<file path="src/rtl/fgen_pkg.sv">
// package: constants and carriers for the t1/j1 frame generator
package fgen_pkg;
   // register index on reg_addr
   localparam logic [3:0] REG_CTRL = 4'h0;
   localparam logic [3:0] REG_INV  = 4'h1;
   localparam logic [3:0] REG_STAT = 4'h2;
   // control fields
   localparam int C_FRAMING_DISABLE   = 0;
   localparam int C_CRC_INSERT_BYPASS = 1;
   localparam int C_DLBYP  = 2;
   localparam int C_MIMIC  = 3;
   localparam int C_MANUAL_YELLOW_SEND   = 4;
   localparam int C_AUTOY  = 5;
   localparam int C_J1     = 6;
   localparam int C_FMT    = 7;
   localparam logic [15:0] CTRL_RST = 16'h0000;
   // one-shot invert fields
   localparam int I_FT  = 0;
   localparam int I_FS  = 1;
   localparam int I_CRC = 2;
   localparam int I_DDS = 3;
   // status fields
   localparam int S_YEL = 0;
   localparam int S_RED = 1;
   localparam int S_FR  = 8;
   // formats
   localparam logic [1:0] FMT_SF  = 2'h0;
   localparam logic [1:0] FMT_ESF = 2'h1;
   localparam logic [1:0] FMT_DM  = 2'h2;
   // frame geometry
   localparam logic [7:0] LAST_BIT  = 8'hc0;
   localparam logic [7:0] CH24_BIT  = 8'hb9;
   localparam logic [4:0] SF_LAST   = 5'h0b;
   localparam logic [4:0] ESF_LAST  = 5'h17;
   // patterns
   localparam logic [11:0] SF_PAT  = 12'h8dc;
   localparam logic [5:0]  ESF_FAS = 6'h0b;
   localparam logic [7:0]  DDS_PAT = 8'h1d;
   localparam logic [15:0] YEL_T1  = 16'hff00;
   localparam logic [15:0] ONES    = 16'hffff;
   localparam logic [15:0] IDLE_J1 = 16'hff7e;
   localparam logic [5:0]  CRC_POLY = 6'h03;
   // stream bit and data-link source carriers
   typedef struct packed {logic valid; logic data;} fgen_bit_t;
   typedef struct packed {logic req; logic data;} fgen_src_t;
endpackage : fgen_pkg

</file>
<file path="src/rtl/fgen_gen.sv">
// module: t1/j1 transmit frame generator with register port
`timescale 1ns/1ps
//////////////////////////////////////////////////////////////////////////////
// Summary of operation
// - sf, esf or t1-only dm framing unless disabled
// - sf f-bits carry 12-frame alignment pattern
// - j1 sf frame 12 f-bit zero unless yellow
// - one-shot invert of one ft or fs bit
// - mimic copies f-bit into next bit
// - yellow from manual bit or auto on red
// - t1 sf yellow zeroes bit 2 each channel
// - j1 sf yellow is one in f-bit 12
// - esf frames 4n carry 001011
// - esf one-shot invert of one alignment bit
// - esf crc-6 of previous superframe inserted
// - one-shot invert of a whole crc pattern
// - data link filled by source priority
// - non-yellow link sources need bypass off
// - idle code ffff t1, ff7e j1
// - esf yellow pattern ff00 t1, ffff j1
// - dm f-bits carry 100011011100
// - dm channel 24 carries dds pattern
// - one-shot invert of one dds pattern
// - dm channel 24 bit 7 carries hdlc
// - dm yellow zero in ch24 bit 6
//////////////////////////////////////////////////////////////////////////////
module fgen_gen (
   // clock and reset
   input  wire logic                clk,
   input  wire logic                rst,
   // register port
   input  wire logic [3:0]          reg_addr,
   input  wire logic [15:0]         reg_wdata,
   input  wire logic                reg_wr,
   input  wire logic                reg_rd,
   output logic [15:0]              reg_rdata_q,
   // payload stream
   input  wire fgen_pkg::fgen_bit_t in_s,
   output fgen_pkg::fgen_bit_t      out_q,
   output logic                     mf_start_q,
   // receive path alarm
   input  wire logic                red_alarm,
   // data-link sources
   input  wire fgen_pkg::fgen_src_t boc_src,
   input  wire fgen_pkg::fgen_src_t prm_src,
   input  wire fgen_pkg::fgen_src_t hdlc_src,
   output logic [2:0]               dl_take_q
);
   //////////////////////////////////////////////////////////////////////////
   // helpers
   function automatic logic pat16(input logic [15:0] p, input logic [3:0] i);
      return p[4'hf - i];
   endfunction : pat16

   function automatic logic [5:0] crc_step(input logic [5:0] c, input logic b);
      return {c[4:0], 1'b0} ^ ((b ^ c[5]) ? fgen_pkg::CRC_POLY : 6'h00);
   endfunction : crc_step

   logic [15:0] ctrl_q;
   logic        ft_pend_q, fs_pend_q, crc_pend_q, dds_pend_q;
   logic        crc_act_q, dds_act_q;
   logic [7:0]  bit_q;
   logic [4:0]  fr_q;
   logic [3:0]  dl_idx_q;
   logic [5:0]  crc_acc_q, crc_prev_q;
   logic        f_q;
   logic        red1_q, red2_q, red3_q, red_q;

   logic        framing_disable, j1, yel, is_f, ch24, mf_last;
   logic [1:0]  fmt;
   logic [2:0]  off, k;
   logic [3:0]  fr_lo;
   logic [4:0]  mf_end;
   logic        o, ft_use, fs_use, crc_start, dds_start, dl_adv, inv_wr;
   logic [2:0]  take;

   assign framing_disable   = ctrl_q[fgen_pkg::C_FRAMING_DISABLE];
   assign j1     = ctrl_q[fgen_pkg::C_J1];
   assign fmt    = (ctrl_q[fgen_pkg::C_FMT +: 2] == fgen_pkg::FMT_DM && !j1) ?
                   fgen_pkg::FMT_DM :
                   (ctrl_q[fgen_pkg::C_FMT +: 2] == fgen_pkg::FMT_ESF) ?
                   fgen_pkg::FMT_ESF : fgen_pkg::FMT_SF;
   assign yel    = ctrl_q[fgen_pkg::C_MANUAL_YELLOW_SEND] |
                   (ctrl_q[fgen_pkg::C_AUTOY] & red_q);
   assign is_f   = (bit_q == 8'h00);
   assign off    = 3'(bit_q - 8'h01);
   assign ch24   = (bit_q >= fgen_pkg::CH24_BIT);
   assign k      = 3'(bit_q - fgen_pkg::CH24_BIT);
   assign fr_lo  = fr_q[3:0];
   assign mf_end = (fmt == fgen_pkg::FMT_ESF) ? fgen_pkg::ESF_LAST : fgen_pkg::SF_LAST;
   assign mf_last = (bit_q == fgen_pkg::LAST_BIT) && (fr_q >= mf_end);
   assign inv_wr = reg_wr && (reg_addr == fgen_pkg::REG_INV);

   //////////////////////////////////////////////////////////////////////////
   // overhead insertion
   always_comb begin
      o         = in_s.data;
      ft_use    = 1'b0;
      fs_use    = 1'b0;
      crc_start = 1'b0;
      dds_start = 1'b0;
      dl_adv    = 1'b0;
      take      = 3'h0;
      if (!framing_disable) begin
         case (fmt)
            fgen_pkg::FMT_ESF: begin
               if (is_f && fr_q[1:0] == 2'h3) begin
                  o      = fgen_pkg::ESF_FAS[3'h5 - fr_q[4:2]] ^ fs_pend_q;
                  fs_use = fs_pend_q;
               end else if (is_f && fr_q[1:0] == 2'h1) begin
                  if (!ctrl_q[fgen_pkg::C_CRC_INSERT_BYPASS]) begin
                     crc_start = (fr_q == 5'h01) && crc_pend_q;
                     o = crc_prev_q[3'h5 - fr_q[4:2]] ^
                         (crc_act_q | crc_start);
                  end
               end else if (is_f) begin
                  dl_adv = 1'b1;
                  if (yel) begin
                     o = pat16(j1 ? fgen_pkg::ONES : fgen_pkg::YEL_T1,
                               dl_idx_q);
                  end else if (!ctrl_q[fgen_pkg::C_DLBYP]) begin
                     if (boc_src.req) begin
                        o    = boc_src.data;
                        take = 3'h1;
                     end else if (prm_src.req) begin
                        o    = prm_src.data;
                        take = 3'h2;
                     end else if (hdlc_src.req) begin
                        o    = hdlc_src.data;
                        take = 3'h4;
                     end else begin
                        o = pat16(j1 ? fgen_pkg::IDLE_J1 : fgen_pkg::ONES,
                                  dl_idx_q);
                     end
                  end
               end
            end
            fgen_pkg::FMT_DM: begin
               if (is_f) begin
                  o = fgen_pkg::SF_PAT[4'hb - fr_lo];
                  if (!fr_q[0]) begin
                     o      = o ^ ft_pend_q;
                     ft_use = ft_pend_q;
                  end else begin
                     o      = o ^ fs_pend_q;
                     fs_use = fs_pend_q;
                  end
               end else if (ch24) begin
                  dds_start = (k == 3'h0) && dds_pend_q;
                  if (k == 3'h5) begin
                     o = !yel;
                  end else if (k == 3'h6) begin
                     if (!ctrl_q[fgen_pkg::C_DLBYP] && hdlc_src.req) begin
                        o    = hdlc_src.data;
                        take = 3'h4;
                     end
                  end else begin
                     o = fgen_pkg::DDS_PAT[k] ^ (dds_act_q | dds_start);
                  end
               end
            end
            default: begin
               if (is_f) begin
                  o = fgen_pkg::SF_PAT[4'hb - fr_lo];
                  if (j1 && fr_q == 5'h0b) begin
                     o = yel;
                  end
                  if (!fr_q[0]) begin
                     o      = o ^ ft_pend_q;
                     ft_use = ft_pend_q;
                  end else begin
                     o      = o ^ fs_pend_q;
                     fs_use = fs_pend_q;
                  end
               end else if (!j1 && yel && off == 3'h1) begin
                  o = 1'b0;
               end
            end
         endcase
         if (ctrl_q[fgen_pkg::C_MIMIC] && bit_q == 8'h01) begin
            o = f_q;
         end
      end
   end

   //////////////////////////////////////////////////////////////////////////
   // output stream
   always_ff @(posedge clk or posedge rst) begin
      if (rst) begin
         out_q      <= '0;
         mf_start_q <= 1'b0;
         dl_take_q  <= 3'h0;
         f_q        <= 1'b0;
      end else begin
         out_q.valid <= in_s.valid;
         out_q.data  <= in_s.valid ? o : out_q.data;
         mf_start_q  <= in_s.valid && is_f && fr_q == 5'h00;
         dl_take_q   <= in_s.valid ? take : 3'h0;
         if (in_s.valid && is_f) begin
            f_q <= o;
         end
      end
   end

   // frame position counters
   always_ff @(posedge clk or posedge rst) begin
      if (rst) begin
         bit_q    <= 8'h00;
         fr_q     <= 5'h00;
         dl_idx_q <= 4'h0;
      end else if (in_s.valid) begin
         bit_q <= (bit_q == fgen_pkg::LAST_BIT) ? 8'h00 : bit_q + 8'h01;
         if (bit_q == fgen_pkg::LAST_BIT) begin
            fr_q <= mf_last ? 5'h00 : fr_q + 5'h01;
         end
         if (dl_adv) begin
            dl_idx_q <= dl_idx_q + 4'h1;
         end
      end
   end

   // crc-6 over each superframe, f-bits counted as one
   always_ff @(posedge clk or posedge rst) begin
      if (rst) begin
         crc_acc_q  <= 6'h00;
         crc_prev_q <= 6'h00;
      end else if (in_s.valid) begin
         if (mf_last) begin
            crc_acc_q  <= 6'h00;
            crc_prev_q <= crc_step(crc_acc_q, o);
         end else begin
            crc_acc_q <= crc_step(crc_acc_q, is_f | o);
         end
      end
   end

   // one-shot invert requests; a software set wins over consumption
   always_ff @(posedge clk or posedge rst) begin
      if (rst) begin
         ft_pend_q  <= 1'b0;
         fs_pend_q  <= 1'b0;
         crc_pend_q <= 1'b0;
         dds_pend_q <= 1'b0;
         crc_act_q  <= 1'b0;
         dds_act_q  <= 1'b0;
      end else begin
         ft_pend_q  <= (inv_wr && reg_wdata[fgen_pkg::I_FT]) ||
                       (ft_pend_q && !(in_s.valid && ft_use));
         fs_pend_q  <= (inv_wr && reg_wdata[fgen_pkg::I_FS]) ||
                       (fs_pend_q && !(in_s.valid && fs_use));
         crc_pend_q <= (inv_wr && reg_wdata[fgen_pkg::I_CRC]) ||
                       (crc_pend_q && !(in_s.valid && crc_start));
         dds_pend_q <= (inv_wr && reg_wdata[fgen_pkg::I_DDS]) ||
                       (dds_pend_q && !(in_s.valid && dds_start));
         if (in_s.valid && crc_start) begin
            crc_act_q <= 1'b1;
         end else if (in_s.valid && (fr_q == 5'h15 && is_f || framing_disable)) begin
            crc_act_q <= 1'b0;
         end
         if (in_s.valid && dds_start) begin
            dds_act_q <= 1'b1;
         end else if (in_s.valid && (bit_q == fgen_pkg::LAST_BIT || framing_disable)) begin
            dds_act_q <= 1'b0;
         end
      end
   end

   // red alarm synchroniser
   always_ff @(posedge clk or posedge rst) begin
      if (rst) begin
         red1_q <= 1'b0;
         red2_q <= 1'b0;
         red3_q <= 1'b0;
         red_q  <= 1'b0;
      end else begin
         red1_q <= red_alarm;
         red2_q <= red1_q;
         red3_q <= red2_q;
         if (red2_q == red3_q) begin
            red_q <= red3_q;
         end
      end
   end

   //////////////////////////////////////////////////////////////////////////
   // register port
   always_ff @(posedge clk or posedge rst) begin
      if (rst) begin
         ctrl_q      <= fgen_pkg::CTRL_RST;
         reg_rdata_q <= 16'h0000;
      end else begin
         if (reg_wr && reg_addr == fgen_pkg::REG_CTRL) begin
            ctrl_q <= {7'h00, reg_wdata[8:0]};
         end
         reg_rdata_q <= 16'h0000;
         if (reg_rd) begin
            case (reg_addr)
               fgen_pkg::REG_CTRL: reg_rdata_q <= ctrl_q;
               fgen_pkg::REG_INV:  reg_rdata_q <= {12'h000, dds_pend_q, crc_pend_q,
                                                   fs_pend_q, ft_pend_q};
               fgen_pkg::REG_STAT: reg_rdata_q <= {3'h0, fr_q, 6'h00, red_q, yel};
               default:            reg_rdata_q <= 16'h0000;
            endcase
         end
      end
   end

   logic act_v;
   assign act_v = in_s.valid && !framing_disable;
endmodule : fgen_gen

</file>
<file path="config.mk">
export PLATFORM = sky130hd
export DESIGN_NAME = fgen_gen
export DESIGN_NICKNAME = d
export VERILOG_FILES = /design/src/rtl/fgen_pkg.sv /design/src/rtl/fgen_gen.sv
export SDC_FILE = /design/constraint.sdc
export NUM_CORES = 1
export LEC_CHECK = 0
export BUFFER_PORTS_ARGS = -buffer_cell sky130_fd_sc_hd__buf_2
export CAP_MARGIN = 20
export CORE_MARGIN = 1
export CORE_UTILIZATION = 57
export DETAILED_ROUTE_END_ITERATION = 10
export PLACE_DENSITY = 0.87
export SYNTH_ARGS = -nofsm -noshare
export SYNTH_HDL_FRONTEND = slang
export SYNTH_SLANG_ARGS = --single-unit
</file>
<file path="constraint.sdc">
create_clock -name clk -period 3.7 [get_ports clk]
set_clock_uncertainty 0.15 [all_clocks]
set_input_delay 0.185 -clock clk [delete_from_list [all_inputs] [get_ports clk]]
set_output_delay 0.185 -clock clk [all_outputs]
set_load 0.01 [all_outputs]
</file>
==> impl_metrics.toml <==
[synth]
yosys.area.top_type = "dfrtp_1"
synth_cells = 379
ys_warn_count = 0
yosysTopAreaCellShare_pct = 44.9
ys_ff_latch = 68
ys_types = 66
yosysMostFrequentCell = "dfrtp_1"
synth_seq_area_share_pct = 44.9
ys_async_sr_fraction_pct = 100
netlist_area_mm2 = 0.00379
syn_area_per_cell_um2 = 10.0
synth_ff_type = "dfrtp_1"
netlist_top_cells_area = "dfrtp_1, ha_1, nand2_1, mux2_2, mux2i_1"
synth_commonest_cells = "dfrtp_1, nand2_1, nor2_1, o21ai_0, ha_1"
synth-edff-count = 0

[timing]
timing.fmax_mhz = 294
post-route-period-util_pct = 91.8
slew_violations = 0
whs_ns = 0.0104
rsz0062_at_grt = "false"
slew_headroom_pct = 50.5
tns_ns = 0
setup_violations = 0
final_critical_path_setup_slack_ns = 0.304
fin_crit_ns = 3.40
tightest_slew_ns = 0.724
hold_viol = 0

[power]
power_density_mw_per_mm2 = 509
p_sw_w = 0.000762
swShare_pct = 33.8
power_frac_clock_pct = 31.5
leakage_nw = 2.08
seq_power_share_pct = 43.1
ir_drop_mv = 0.399
p_comb_share_pct = 25.4
p_int_w = 0.00149

[min_path]
holdPathStages = 2
hp-class = "input port to flop"

[place]
portBuffers = 44
post-place-ws_ns = 0.506
place_congestion = 0.883
place_inst = 488
place_hpwl_um = 5950

[grt]
grt_pass1_vias = 3141
grt_pass1_wl_um = 14800
grt_max_degree = 37
antenna_found_initial = 0
grt_use_total_pct = 27.0
grt_overflow = 0

[detailed_routing]
vias_per_cell = 6.16
wirelength_met1_um = 3680
detail-route-antenna-nets = 0
drt_wl_total_um = 8760
wl_met2_um = 4300
drcViolationCount = 0
drtPass1Iterations = 7
wl_per_cell_um = 16.9
dr.first_iter.drc_count = 246
topRoutingLayerUsed = "met4"
vias = 3198
dr_wl_met3_um = 618

[critical_path]
cp_slowest_cell = "dlygate4sd3_1"
end_kind = "flop"
crit_chain = "inv_1 -> ha_1 -> nor3b_2 -> and2_2 -> nand2_1 -> nor4_4 -> nand3b_1 -> nor3b_1 -> dlygate4sd3_1"
cp_data_required_time_ns = 3.83
crit_buf_inv = 2
cp_max_fo = 6
path_delay_family = "simple AND/OR/NAND/NOR gates"
path_class = "flop to flop"
worstPathArrival_ns = 3.53
slowest_delay_ns = 0.63
cp_num_cells = 9
reg2reg_depth = 9
setup.worst_path.start_class = "flop"

[clock_network]
cts_sinks = 68
tritoncts = "built"
clk_pin_slew_ns = 0.09
htree_levels = 3
clk_latency_ns = 0.36
cts_made_buffers = 9
ctsLongestPathBuffers = 2
cts-root-buf = "clkbuf_8"

[floorplan]
die_h_um = 83.5
die_w_um = 83.5
io_pins = 55
start_util_pct = 59.3
core_mm2 = 0.00639
die-area_mm2 = 0.00698
row_count = 29

[cells_and_area]
fin_util_pct = 69.3
fill_cells = 462
synthToLayoutAreaGrowth_pct = 16.9
drive_gt1_share_pct = 20.4
insertedDiodeCount = 0
final_net_count = 488
instances_no_fill = 519

[run]
drv_cap = 0

[status]
outcome = "complete, no violations"
==> layout make-up <==
cell class | count | area, um^2 | share of cell area [%]
clock buffers | 10 | 138 | 3.11
inverters | 15 | 56.3 | 1.27
repair buffers | 61 | 385 | 8.70
well taps | 77 | 96.3 | 2.18
clock inverters | 6 | 95.1 | 2.15
flip-flops and latches | 68 | 1700 | 38.4
multi-input cells | 282 | 1960 | 44.2
==> flip-flops by register name, summed over array words and instances, names as in the netlist, 2 cells and up <==
| signal | count |
|---|---|
| out_q | 2 |
| dl_idx_q | 4 |
| ctrl_q | 9 |
| crc_prev_q | 6 |
| dl_take_q | 3 |
| reg_rdata_q | 13 |
| bit_q | 8 |
| fr_q | 5 |
| crc_acc_q | 6 |
==> what timing repair did <==
action	4_1_cts	5_1_grt
setup buffers	0	0
hold buffers	15	0
hold endpoints to repair	51	0
resized for setup	0	2
endpoints found under the setup margin	0	1
==> metrics by stage <==
stage          power [W]  instance area (um^2)
6_report         0.00225                  4430
3_3_place_gp     0.00149                  4030
2_1_floorplan    0.00138                  3800
5_1_grt          0.00237                  4430
3_5_place_dp     0.00152                  4030
4_1_cts          0.00224                  4410
==> cell usage in the layout (no fill, tap or decap), types with 4 or more instances in the layout <==
cell           count
and2_1             9
a211oi_1           4
nand2_1           42
buf_2             44
ha_1              18
mux2_2            10
nand2b_1           6
clkbuf_8          10
xnor2_1            9
o21ai_0           21
nor2_1            24
inv_1             13
dfrtp_1           68
a31oi_1            5
a21oi_1           14
nand3_1           12
nor4_1             4
nand3b_1           7
nand4_1            6
mux2i_1           11
nor3_1            10
a22o_1             4
dlygate4sd3_1     15
a21o_1             6
==> cells by family (layout without fill, tap and decap cells) <==
group	count (synthesis)	in the layout	synth area share [%]
other	1	3	0.0990
multiplexers	22	22	6.47
AO/OA/AOI/OAI	76	76	13.7
adder cells (fa/ha/maj)	19	19	6.21
flip-flops	68	68	44.9
buffers and inverters	31	92	4.03
XOR/XNOR	12	12	2.77
AND/OR/NAND/NOR	150	150	21.8
==> power groups by stage <==
stage	sequential (W)	clock [W]	combinational [W]
global route	0.000986	0.000750	0.000633
finish	0.000970	0.000710	0.000572
CTS	0.000966	0.000713	0.000558
detailed placement	0.000979	0	0.000538
global placement	0.000972	0	0.000522
floorplan	0.000939	0	0.000445
==> final timing paths <==
kind / start / end / slack, ns
setup / recovery: bit_q[0] / dl_take_q[1] / 0.30
hold / removal: reg_addr[0] / reg_rdata_q[8] / 0.01
setup reg to reg: bit_q[0] / dl_take_q[1] / 0.30
hold reg to reg: red1_q / red2_q / 0.22
max in group asynchronous: rst / out_q[1] / 2.18
min in group asynchronous: rst / reg_rdata_q[6] / 0.30
==> routing by layer <==
layer / global-route usage, % / vias up
met3: 7.12 / 22
met1: 33.1 / 1538
met2: 46.1 / 154
li1: - / 1484
met4: 9.71 / 0
met5: 0 / -
Power figures use the tool's default switching activity.
